**config.mk**
```make
export PLATFORM = sky130hd
export DESIGN_NAME = buck_status_mask_config_regs
export DESIGN_NICKNAME = d
export VERILOG_FILES = /design/src/buck_regs_pkg.sv /design/src/buck_status_mask_config_regs.sv
export SDC_FILE = /design/constraint.sdc
export NUM_CORES = 1
export LEC_CHECK = 0
export ABC_AREA = 1
export BUFFER_PORTS_ARGS = -buffer_cell sky130_fd_sc_hd__buf_2
export CAP_MARGIN = 20
export CORE_ASPECT_RATIO = 1.2
export CORE_MARGIN = 8
export CORE_UTILIZATION = 55
export CTS_CLUSTER_DIAMETER = 60
export CTS_CLUSTER_SIZE = 30
export DETAILED_ROUTE_END_ITERATION = 12
export PLACE_DENSITY = 0.86
export SLEW_MARGIN = 20
export SYNTH_ARGS = -nofsm -noshare
export SYNTH_HDL_FRONTEND = slang
export SYNTH_SLANG_ARGS = --single-unit
```
**constraint.sdc**
```tcl
create_clock -name sys_clk_i -period 2.11 [get_ports sys_clk_i]
set_input_delay 0.422 -clock sys_clk_i [delete_from_list [all_inputs] [get_ports sys_clk_i]]
set_output_delay 0.422 -clock sys_clk_i [all_outputs]
set_load 0.01 [all_outputs]
```
**src/buck_regs_pkg.sv**
```systemverilog
/*
 * Constants and carrier types for the converter status, mask and configuration
 * register slice.
 * Assumes a 100 MHz system clock and a serial engine that turns bus
 * transactions into single-cycle register strobes.
 */
package buck_regs_pkg;

    // Register offsets
    localparam logic [7:0] CAUSE_FIRST_ADDR = 8'h01;
    localparam logic [7:0] CAUSE_SECOND_ADDR = 8'h02;
    localparam logic [7:0] STATUS_FLAGS_ADDR = 8'h03;
    localparam logic [7:0] RESERVED_SLOT_ADDR = 8'h04;
    localparam logic [7:0] ACTION_TRIGGER_ADDR = 8'h05;
    localparam logic [7:0] IRQ_MASK_FIRST_ADDR = 8'h06;
    localparam logic [7:0] IRQ_MASK_SECOND_ADDR = 8'h07;
    localparam logic [7:0] CONFIG_FIRST_ADDR = 8'h08;

    // Command bit positions
    localparam int APPLY_REF_BIT = 1;
    localparam int MAIN_ENABLE_BIT = 0;

    // Configuration field positions
    localparam int POWER_GOOD_DELAY_SEL_LSB = 6;
    localparam int MASK_ALL_BIT = 5;
    localparam int BIAS_DELAY_LSB = 3;

    // Implemented bits of the cause and mask registers
    localparam logic [7:0] CAUSE_FIRST_USED = 8'hBD;
    localparam logic [7:0] CAUSE_SECOND_USED = 8'h7F;

    // Reset values
    localparam logic [7:0] IRQ_MASK_RESET = 8'h00;
    localparam logic [1:0] POWER_GOOD_DELAY_SEL_RESET = 2'h0;
    localparam logic MASK_ALL_RESET = 1'b1;
    localparam logic [1:0] BIAS_DELAY_RESET = 2'h1;

    // Timing, delays in microseconds
    localparam int CLK_PERIOD_NS = 10;
    localparam int PG_DLY1_US = 250;
    localparam int PG_DLY2_US = 1000;
    localparam int PG_DLY3_US = 4000;
    localparam int BIAS_DLY0_US = 1000;
    localparam int BIAS_DLY1_US = 1250;
    localparam int BIAS_DLY2_US = 1500;
    localparam int BIAS_DLY3_US = 3000;
    localparam int DLY_CNT_W = 20;

    // Register strobe from the serial engine
    typedef struct packed {
        logic wr;
        logic rd;
        logic [7:0] addr;
        logic [7:0] wdata;
    } reg_req_s;

    // Conditions reported by the analog blocks
    typedef struct packed {
        logic sync_too_fast_flag;
        logic sync_too_slow_flag;
        logic bias_full_duty;
        logic main_const_current;
        logic main_full_duty;
        logic main_power_good;
        logic bias_power_good;
        logic [7:0] cause_first;
        logic [7:0] cause_second;
    } analog_in_s;

endpackage

```
**src/buck_status_mask_config_regs.sv**
```systemverilog
/*
 * Status, command, interrupt mask and configuration registers of the step-down
 * controller, with the cause latches, interrupt output and good-pin delays.
 * Assumes the serial engine issues one-cycle read and write strobes on
 * sys_clk_i and samples read data on the cycle after a read strobe. Analog
 * condition inputs are asynchronous.
 */
// Overview of operation
// - Bits 7,6 flag sync clock too fast/slow
// - Bit 5 shows bias converter full duty
// - Bit 4 shows constant-current regulation
// - Bit 3 shows main converter full duty
// - Bit 2 shows power good; 1:0 zero
// - Reserved slot reads zero, ignores writes
// - Command writes trigger actions, not stored
// - Command bit 1 applies reference code
// - Command bit 0 starts main enable
// - Mask bits block matching cause bits
// - Mask-all forces every mask bit high
// - Mask-all resets to one
// - First mask covers bits 7,5,4,3,2,0
// - Second mask covers bits 6 to 0
// - Power-good delay 0, 0.25, 1, 4 ms
// - Bias-good delay 1, 1.25, 1.5, 3 ms
// - Cause bits clear on read once resolved
`timescale 1ns/10ps
module buck_status_mask_config_regs #(
    parameter int unsigned PG_DLY1_CYC = buck_regs_pkg::PG_DLY1_US * 1000
        / buck_regs_pkg::CLK_PERIOD_NS,
    parameter int unsigned PG_DLY2_CYC = buck_regs_pkg::PG_DLY2_US * 1000
        / buck_regs_pkg::CLK_PERIOD_NS,
    parameter int unsigned PG_DLY3_CYC = buck_regs_pkg::PG_DLY3_US * 1000
        / buck_regs_pkg::CLK_PERIOD_NS,
    parameter int unsigned BIAS_DLY0_CYC = buck_regs_pkg::BIAS_DLY0_US * 1000
        / buck_regs_pkg::CLK_PERIOD_NS,
    parameter int unsigned BIAS_DLY1_CYC = buck_regs_pkg::BIAS_DLY1_US * 1000
        / buck_regs_pkg::CLK_PERIOD_NS,
    parameter int unsigned BIAS_DLY2_CYC = buck_regs_pkg::BIAS_DLY2_US * 1000
        / buck_regs_pkg::CLK_PERIOD_NS,
    parameter int unsigned BIAS_DLY3_CYC = buck_regs_pkg::BIAS_DLY3_US * 1000
        / buck_regs_pkg::CLK_PERIOD_NS
) (
    input wire logic sys_clk_i,
    input wire logic reset_i,
    input wire buck_regs_pkg::reg_req_s req_i,
    input wire buck_regs_pkg::analog_in_s analog_i,
    output logic [7:0] rd_data_o,
    output logic irq_o,
    output logic apply_reference_cmd_o,
    output logic main_enable_start_o,
    output logic power_good_pin_o,
    output logic bias_good_pin_o
);

    typedef struct packed {
        buck_regs_pkg::analog_in_s sync1;
        buck_regs_pkg::analog_in_s sync2;
        buck_regs_pkg::analog_in_s sync3;
        buck_regs_pkg::analog_in_s stable;
        logic [7:0] mask_first;
        logic [7:0] mask_second;
        logic [1:0] pg_sel;
        logic mask_all;
        logic [1:0] bias_sel;
        logic [7:0] cause_first;
        logic [7:0] cause_second;
        logic [7:0] rdata;
        logic apply_pulse;
        logic enable_pulse;
        logic [buck_regs_pkg::DLY_CNT_W-1:0] pg_cnt;
        logic [buck_regs_pkg::DLY_CNT_W-1:0] bias_cnt;
        logic pg_pin;
        logic bias_pin;
    } state_s;

    localparam int CW = buck_regs_pkg::DLY_CNT_W;

    state_s state_reg;
    state_s state_next;
    logic [7:0] eff_mask_first;
    logic [7:0] eff_mask_second;
    logic [CW-1:0] pg_target;
    logic [CW-1:0] bias_target;
    logic [7:0] status_value;
    logic cfg_wr;

    assign eff_mask_first = state_reg.mask_all ? 8'hFF : state_reg.mask_first;
    assign eff_mask_second = state_reg.mask_all ? 8'hFF : state_reg.mask_second;

    assign irq_o = |(state_reg.cause_first & ~eff_mask_first)
        | |(state_reg.cause_second & ~eff_mask_second);

    assign status_value = {state_reg.stable.sync_too_fast_flag,
        state_reg.stable.sync_too_slow_flag, state_reg.stable.bias_full_duty,
        state_reg.stable.main_const_current, state_reg.stable.main_full_duty,
        state_reg.stable.main_power_good, 2'h0};

    assign cfg_wr = req_i.wr && (req_i.addr == buck_regs_pkg::CONFIG_FIRST_ADDR);

    always_comb begin
        case (state_reg.pg_sel)
            2'h0: pg_target = '0;
            2'h1: pg_target = CW'(PG_DLY1_CYC);
            2'h2: pg_target = CW'(PG_DLY2_CYC);
            default: pg_target = CW'(PG_DLY3_CYC);
        endcase
    end

    always_comb begin
        case (state_reg.bias_sel)
            2'h0: bias_target = CW'(BIAS_DLY0_CYC);
            2'h1: bias_target = CW'(BIAS_DLY1_CYC);
            2'h2: bias_target = CW'(BIAS_DLY2_CYC);
            default: bias_target = CW'(BIAS_DLY3_CYC);
        endcase
    end

    always_comb begin
        state_next = state_reg;

        // Three-stage synchroniser, change taken once stages two and three agree
        state_next.sync1 = analog_i;
        state_next.sync2 = state_reg.sync1;
        state_next.sync3 = state_reg.sync2;
        if (state_reg.sync2 == state_reg.sync3) begin
            state_next.stable = state_reg.sync3;
        end

        state_next.apply_pulse = 1'b0;
        state_next.enable_pulse = 1'b0;
        if (req_i.wr && (req_i.addr == buck_regs_pkg::ACTION_TRIGGER_ADDR)) begin
            state_next.apply_pulse = req_i.wdata[buck_regs_pkg::APPLY_REF_BIT];
            state_next.enable_pulse = req_i.wdata[buck_regs_pkg::MAIN_ENABLE_BIT];
        end

        if (req_i.wr && (req_i.addr == buck_regs_pkg::IRQ_MASK_FIRST_ADDR)) begin
            state_next.mask_first = req_i.wdata & buck_regs_pkg::CAUSE_FIRST_USED;
        end
        if (req_i.wr && (req_i.addr == buck_regs_pkg::IRQ_MASK_SECOND_ADDR)) begin
            state_next.mask_second = req_i.wdata & buck_regs_pkg::CAUSE_SECOND_USED;
        end
        if (cfg_wr) begin
            state_next.pg_sel = req_i.wdata[buck_regs_pkg::POWER_GOOD_DELAY_SEL_LSB +: 2];
            state_next.mask_all = req_i.wdata[buck_regs_pkg::MASK_ALL_BIT];
            state_next.bias_sel = req_i.wdata[buck_regs_pkg::BIAS_DELAY_LSB +: 2];
        end

        // read clears resolved causes, a new event wins
        if (req_i.rd && (req_i.addr == buck_regs_pkg::CAUSE_FIRST_ADDR)) begin
            state_next.cause_first = state_reg.cause_first
                & state_reg.stable.cause_first;
        end
        if (req_i.rd && (req_i.addr == buck_regs_pkg::CAUSE_SECOND_ADDR)) begin
            state_next.cause_second = state_reg.cause_second
                & state_reg.stable.cause_second;
        end
        state_next.cause_first = state_next.cause_first
            | (state_reg.stable.cause_first & buck_regs_pkg::CAUSE_FIRST_USED);
        state_next.cause_second = state_next.cause_second
            | (state_reg.stable.cause_second & buck_regs_pkg::CAUSE_SECOND_USED);

        // Read data, held until the next read
        if (req_i.rd) begin
            if (req_i.addr == buck_regs_pkg::CAUSE_FIRST_ADDR) begin
                state_next.rdata = state_reg.cause_first;
            end else if (req_i.addr == buck_regs_pkg::CAUSE_SECOND_ADDR) begin
                state_next.rdata = state_reg.cause_second;
            end else if (req_i.addr == buck_regs_pkg::STATUS_FLAGS_ADDR) begin
                state_next.rdata = status_value;
            end else if (req_i.addr == buck_regs_pkg::IRQ_MASK_FIRST_ADDR) begin
                state_next.rdata = state_reg.mask_first;
            end else if (req_i.addr == buck_regs_pkg::IRQ_MASK_SECOND_ADDR) begin
                state_next.rdata = state_reg.mask_second;
            end else if (req_i.addr == buck_regs_pkg::CONFIG_FIRST_ADDR) begin
                state_next.rdata = {state_reg.pg_sel, state_reg.mask_all,
                    state_reg.bias_sel, 3'h0};
            end else begin
                // reserved slot and command read zero
                state_next.rdata = 8'h00;
            end
        end

        // power-good pin follows condition after delay
        if (!state_reg.stable.main_power_good) begin
            state_next.pg_cnt = '0;
            state_next.pg_pin = 1'b0;
        end else if (state_reg.pg_cnt >= pg_target) begin
            state_next.pg_pin = 1'b1;
        end else begin
            state_next.pg_cnt = state_reg.pg_cnt + CW'(1);
        end

        // bias-good pin follows condition after delay
        if (!state_reg.stable.bias_power_good) begin
            state_next.bias_cnt = '0;
            state_next.bias_pin = 1'b0;
        end else if (state_reg.bias_cnt >= bias_target) begin
            state_next.bias_pin = 1'b1;
        end else begin
            state_next.bias_cnt = state_reg.bias_cnt + CW'(1);
        end
    end

    always_ff @(posedge sys_clk_i) begin
        if (reset_i) begin
            state_reg <= '0;
            state_reg.mask_first <= buck_regs_pkg::IRQ_MASK_RESET;
            state_reg.mask_second <= buck_regs_pkg::IRQ_MASK_RESET;
            state_reg.pg_sel <= buck_regs_pkg::POWER_GOOD_DELAY_SEL_RESET;
            state_reg.mask_all <= buck_regs_pkg::MASK_ALL_RESET;
            state_reg.bias_sel <= buck_regs_pkg::BIAS_DELAY_RESET;
        end else begin
            state_reg <= state_next;
        end
    end

    assign rd_data_o = state_reg.rdata;
    assign apply_reference_cmd_o = state_reg.apply_pulse;
    assign main_enable_start_o = state_reg.enable_pulse;
    assign power_good_pin_o = state_reg.pg_pin;
    assign bias_good_pin_o = state_reg.bias_pin;
endmodule

```
* Word-level counts from Yosys, hierarchy flattened
Index checks and enable logic that the tools add are counted.
** Word-level totals
- Register bits after elaboration :: 178
- Logic and storage cells :: 103
- Input bits :: 43
** Cells by class
- Order comparisons :: 2
- Add/subtract/negate cells :: 2
- Multiplexer cells :: 12
- Reduce and logical (&&, ||, !) cells :: 13
- Bitwise operators :: 12
- Equality and inequality tests :: 12
** Operators with widths (number)
- one-hot mux 19 bit (3 select lines) :: 2
- two-way mux 8 bit :: 10
- adder 20 x 1 -> 20 bit, second input constant :: 2
- bitwise AND 8 bit :: 4
- == test 8 x 3 -> 1 bit, second input constant :: 3
- == test 23 bit :: 1
- greater-or-equal comparator 20 x 19 -> 1 bit :: 1
- greater-or-equal comparator 20 bit :: 1
- == test 8 x 2 -> 1 bit, second input constant :: 2
- NOT 8 bit :: 2
- OR reduction 8 bit :: 2
- == test 8 x 1 -> 1 bit, second input constant :: 1
- == test 8 x 4 -> 1 bit, second input constant :: 1
- OR 8 x 7 -> 8 bit :: 1
- OR 8 bit :: 1
- logical AND 1 bit :: 6
- OR reduction 2 bit :: 3
- == test 2 x 1 -> 1 bit, second input constant :: 2
- == test 2 bit, second input constant :: 2
- zero test 2 bit :: 2
- NOT 1 bit :: 3
- OR 1 bit :: 1

* Depth between registers and ports, before layout
- Word-level depth :: 7
- Gate-level depth with buffers :: 15
- Gate-level depth less buffers :: 15

* Worst setup path before layout
OpenSTA, ideal clock, no wires.
- Path kind :: register to register
- From :: register state_reg[68] (netlist bit)
- To :: register state_reg[11] (netlist bit)
- Stages on the path, launching flop included :: 14
- Required time :: 2038 ps
- Path slack :: 13 ps
- Setup time :: 72 ps
- Arrival time :: 2025 ps
- Path through :: dfxtp_1 -> inv_1 -> ha_1 -> inv_1 -> ha_1 -> nand2_1 -> nor2_1 -> nand3_1 -> nor2_1 -> nand2_2 -> nand3_2 -> buf_4 -> nand2_1 -> a21oi_1
** On the way
- Word-level cells in the longest chain between the ends :: 3
** Ends and longest elaborated chain
- start: declaration :: RTL line buck_status_mask_config_regs.sv:78 : state_s state_reg;
- start signal: assignment :: RTL line buck_status_mask_config_regs.sv:213 : state_reg <= state_next;
- == test 2 bit, or another cell as far along :: RTL line buck_status_mask_config_regs.sv:110 : case (state_reg.bias_sel)
- one-hot mux 19 bit (3 select lines) (*) :: RTL line buck_status_mask_config_regs.sv:110
- greater-or-equal comparator 20 bit (*) :: RTL line buck_status_mask_config_regs.sv:197 : end else if (state_reg.bias_cnt >= bias_target) begin
Mark *: on every way between the ends. The rest lies on a longest branch, timed or not.
A chain may end at the register's enable or synchronous reset.

* Final worst setup path
- From :: register state_reg[69] (netlist bit)
- To :: register state_reg[7] (netlist bit)
The elaborated chain is that of the path after synthesis.

==> summary.md <==
| Metric | Value |
|---|---|
| Routed WL | `24000 um` |
| Ys flop type | `dfxtp_1` |
| RSZ-0062 raised after global routing | `yes` |
| Pre-Repair DR Iteration Count | `6` |
| Post-synth EDFFs | `0` |
| Dpl hpwl | `15000 um` |
| Slew Limit Fails | `0` |
| Die Ht | `154 um` |
| Row cnt | `50` |
| Comb pwr share | `4.5%` |
| Final Setup Violations | `22` |
| Slack of the critical path | `-0.0814 ns` |
| Setup Skew | `0.00942 ns` |
| Mapped Cells | `1271` |
| P_sw | `0.00176 W` |
| CTS tree | `yes` |
| ANT nets after route | `0` |
| Yosys reg bits | `178` |
| Max cap viols | `0` |
| Hold WC Path Type | `primary input to register` |
| Area growth, synth to finish | `22.5%` |
| FF/Latch Area | `3580 sq um` |
| Clock tree buffer depth | `2` |
| Fin crit period | `2.19 ns` |
| Crit path DAT | `2.54 ns` |
| Maximum VDD drop | `624 uV` |
| Status | `complete, but fails checks` |
| Biggest area consumer among synthesized cells | `dfxtp_1` |
| Floorplan die area | `20200 sq um` |
| CP Class | `register to register` |
| Worst slew pin tran | `0.725 ns` |
| Yosys cell types | `32` |
| Startpoint types | `register` |
| Largest fanout on the critical path | `6` |
| Total number of vias | `8433` |
| Failing checks | `negative setup slack` |
| Core ar. | `15600 sq um` |
| Clock transition at path regs | `0.07 ns` |
| Hold Path End | `state_next[140]` |
| Max Freq | `456 MHz` |
| Area fraction of the dominant cell type after synthesis | `40.8%` |
| Layout cell share with drive strength beyond 1 | `18.6%` |
| H-tree depth | `4` |
| Count of buffers from port buffering | `55` |
| Final nets | `1445` |
| Hold Startpoint | `analog_i[5]` |
| Root buf cell | `clkbuf_16` |
| Vias/cell | `5.34` |
| Total CTS buffers | `17` |
| Leak | `4.88 nW` |
| Gr usage total | `22.0%` |
| Seq/Total Area, Yosys | `40.8%` |
| Number of clock sinks | `178` |
| Critical Path Sink Type | `register` |
| Register share of total power | `50.2%` |
| Antenna violations before repair | `0` |
| Critical register-to-register path endpoint | `state_reg[7]` |
| Slew headroom | `51.6%` |
| Switching part of the total | `25.6%` |
| R2R Setup Slk | `-0.08 ns` |
| WHS Path Cells | `3` |
| Clock power share | `45.2%` |
| Top cells by count, synth | `nand2_1, nor2_1, inv_1` |
| Part of the cycle the worst path needs | `104%` |
| Placed cell count | `1537` |
| Max reg flops | `120` |
| Non-Filler Instances | `1579` |
| Vias in the first global route | `7829` |
| Grt total ovfl | `0` |
| DR DRC count | `0` |
| Reg2Reg Depth | `14` |
| Post-Syn Nets | `1359` |
| Final GP Congestion | `0.938` |
| Worst hold slack | `0.179 ns` |
| Internal | `0.00513 W` |
| Fillers | `1123` |
| Die X | `131 um` |
| Hold Fails Final Rpt | `0` |
| Worst slack at placement | `-0.521 ns` |
| Largest net degree at the start of global routing | `70` |
| Req. time, crit path | `2.46 ns` |
| Reg2reg start | `state_reg[69]` |
| First-pass GRT wire length | `35600 um` |
| Worst skew pair latency | `0.44 ns` |
| Starting DRT DRC Count | `691` |
| Initial core utilization | `56.0%` |
| Power Density | `645 nW/um^2` |
| Synthesis warning total | `0` |
| Syn_area_per_cell | `6.87 sq um` |
| Synth Cell Area | `8730 sq um` |
| Most numerous cell in the Yosys netlist | `nand2_1` |
| Total I/O pin count | `56` |
| Post-DR wirelength/cell | `15.2 um` |
| Synth async-reset ratio | `0%` |
| Top cells by area in the synthesized netlist | `dfxtp_1, nand2_1, nor2_1` |
| Area of the multi-input gates | `4740 sq um` |
## power groups by stage
stage                     logic, W  registers [W]  clock network (W)
after global routing      0.000354        0.00347            0.00329
after CTS                 0.000301        0.00346            0.00313
after detailed placement  0.000294        0.00354                  0
after floorplan           0.000197        0.00353                  0
after global placement    0.000285        0.00354                  0
final                     0.000312        0.00346            0.00312
## worst max-delay path by stage
stage | startpoint | endpoint | slack (ns) | cells past startpoint
5_1_grt | state_reg[68] | state_reg[7] | -0.14 | 13
2_1_floorplan | state_reg[68] | state_reg[11] | 0.01 | 13
3_5_place_dp | state_reg[68] | state_reg[4] | -0.52 | 11
4_1_cts | state_reg[69] | state_reg[6] | 0.001 | 15
6_report | state_reg[69] | state_reg[7] | -0.08 | 14
3_3_place_gp | state_reg[68] | state_reg[5] | -0.30 | 11
## kinds of logic (layout without fill, tap and decap cells)
logic type	Yosys count	after routing	synth area share (%)
DFF	178	178	40.8
other	0	1	0
adders and majority gates	45	45	6.45
xor gates and xnor gates	43	43	4.32
AOI/OAI and AO/OA	126	126	7.64
buffers and inverters	237	336	10.9
and+or+nand+nor	642	642	29.8
## routing by layer
metal  GRT usage, %  share of wire (%)  vias up  routed length [um]
met5              0                  0        -                   0
met3           4.64                6.0      112                1440
met4           12.8                5.3        0                1280
li1               -                  -     4096                   -
met2           38.7                 51      414               12200
met1           23.5                 38     3811                9090
## repair_timing
item / CTS / global route
cloned: 1 / 1
gates resized for setup: 52 / 105
pin swaps: 13 / 37
hold buffers: 0 / 0
buffers inserted: 1 / 7
setup endpoints to repair: 42 / 43
## cells in the final DEF, fill, tap and decap left out, types with 9 or more instances in the layout
master,synthesis,layout
nand2_1,301,277
o21ai_0,24,23
clkbuf_16,0,17
nand3_1,71,66
ha_4,0,16
dfxtp_1,178,174
nor2_1,233,221
nor2_2,6,9
nand2_2,2,19
inv_1,185,174
xnor2_1,11,11
xor2_1,32,32
a21oi_2,1,11
inv_2,7,11
nand4_1,19,19
a21oi_1,83,71
nor2_4,0,9
buf_6,1,15
buf_2,12,55
buf_4,11,38
ha_1,45,26
## critical path: stages, from the launching register on
cell	delay, ns
dfxtp_4	0.40
inv_8	0.06
ha_4	0.29
inv_4	0.05
ha_4	0.27
nand2_4	0.05
nor2_4	0.15
nand3_4	0.09
buf_6	0.14
inv_8	0.06
nand2_4	0.06
nand3_4	0.13
buf_6	0.16
nand2_2	0.06
a21oi_1	0.14
## area by class of cell
| cell class | instances | share of cell area (%) |
|---|---|---|
| antenna | 1 | 0.0234 |
| multi-input combinational | 856 | 44.3 |
| sequential | 178 | 33.5 |
| timing repair buffer | 110 | 7.15 |
| clock buffer | 17 | 3.98 |
| inverter | 194 | 7.07 |
| clock inverter | 15 | 1.53 |
| tap | 208 | 2.44 |
## through the flow
step	TNS (ns)	total power (W)	util [%]	area, sq um
2_1_floorplan	0	0.00373	-	8730
3_3_place_gp	-4.71	0.00382	60.2	9380
3_5_place_dp	-9.00	0.00384	60.2	9380
4_1_cts	0	0.00690	65.2	10200
5_1_grt	-3.07	0.00711	68.6	10700
6_report	-0.663	0.00689	68.6	10700
(Power assumes the default switching activity.)
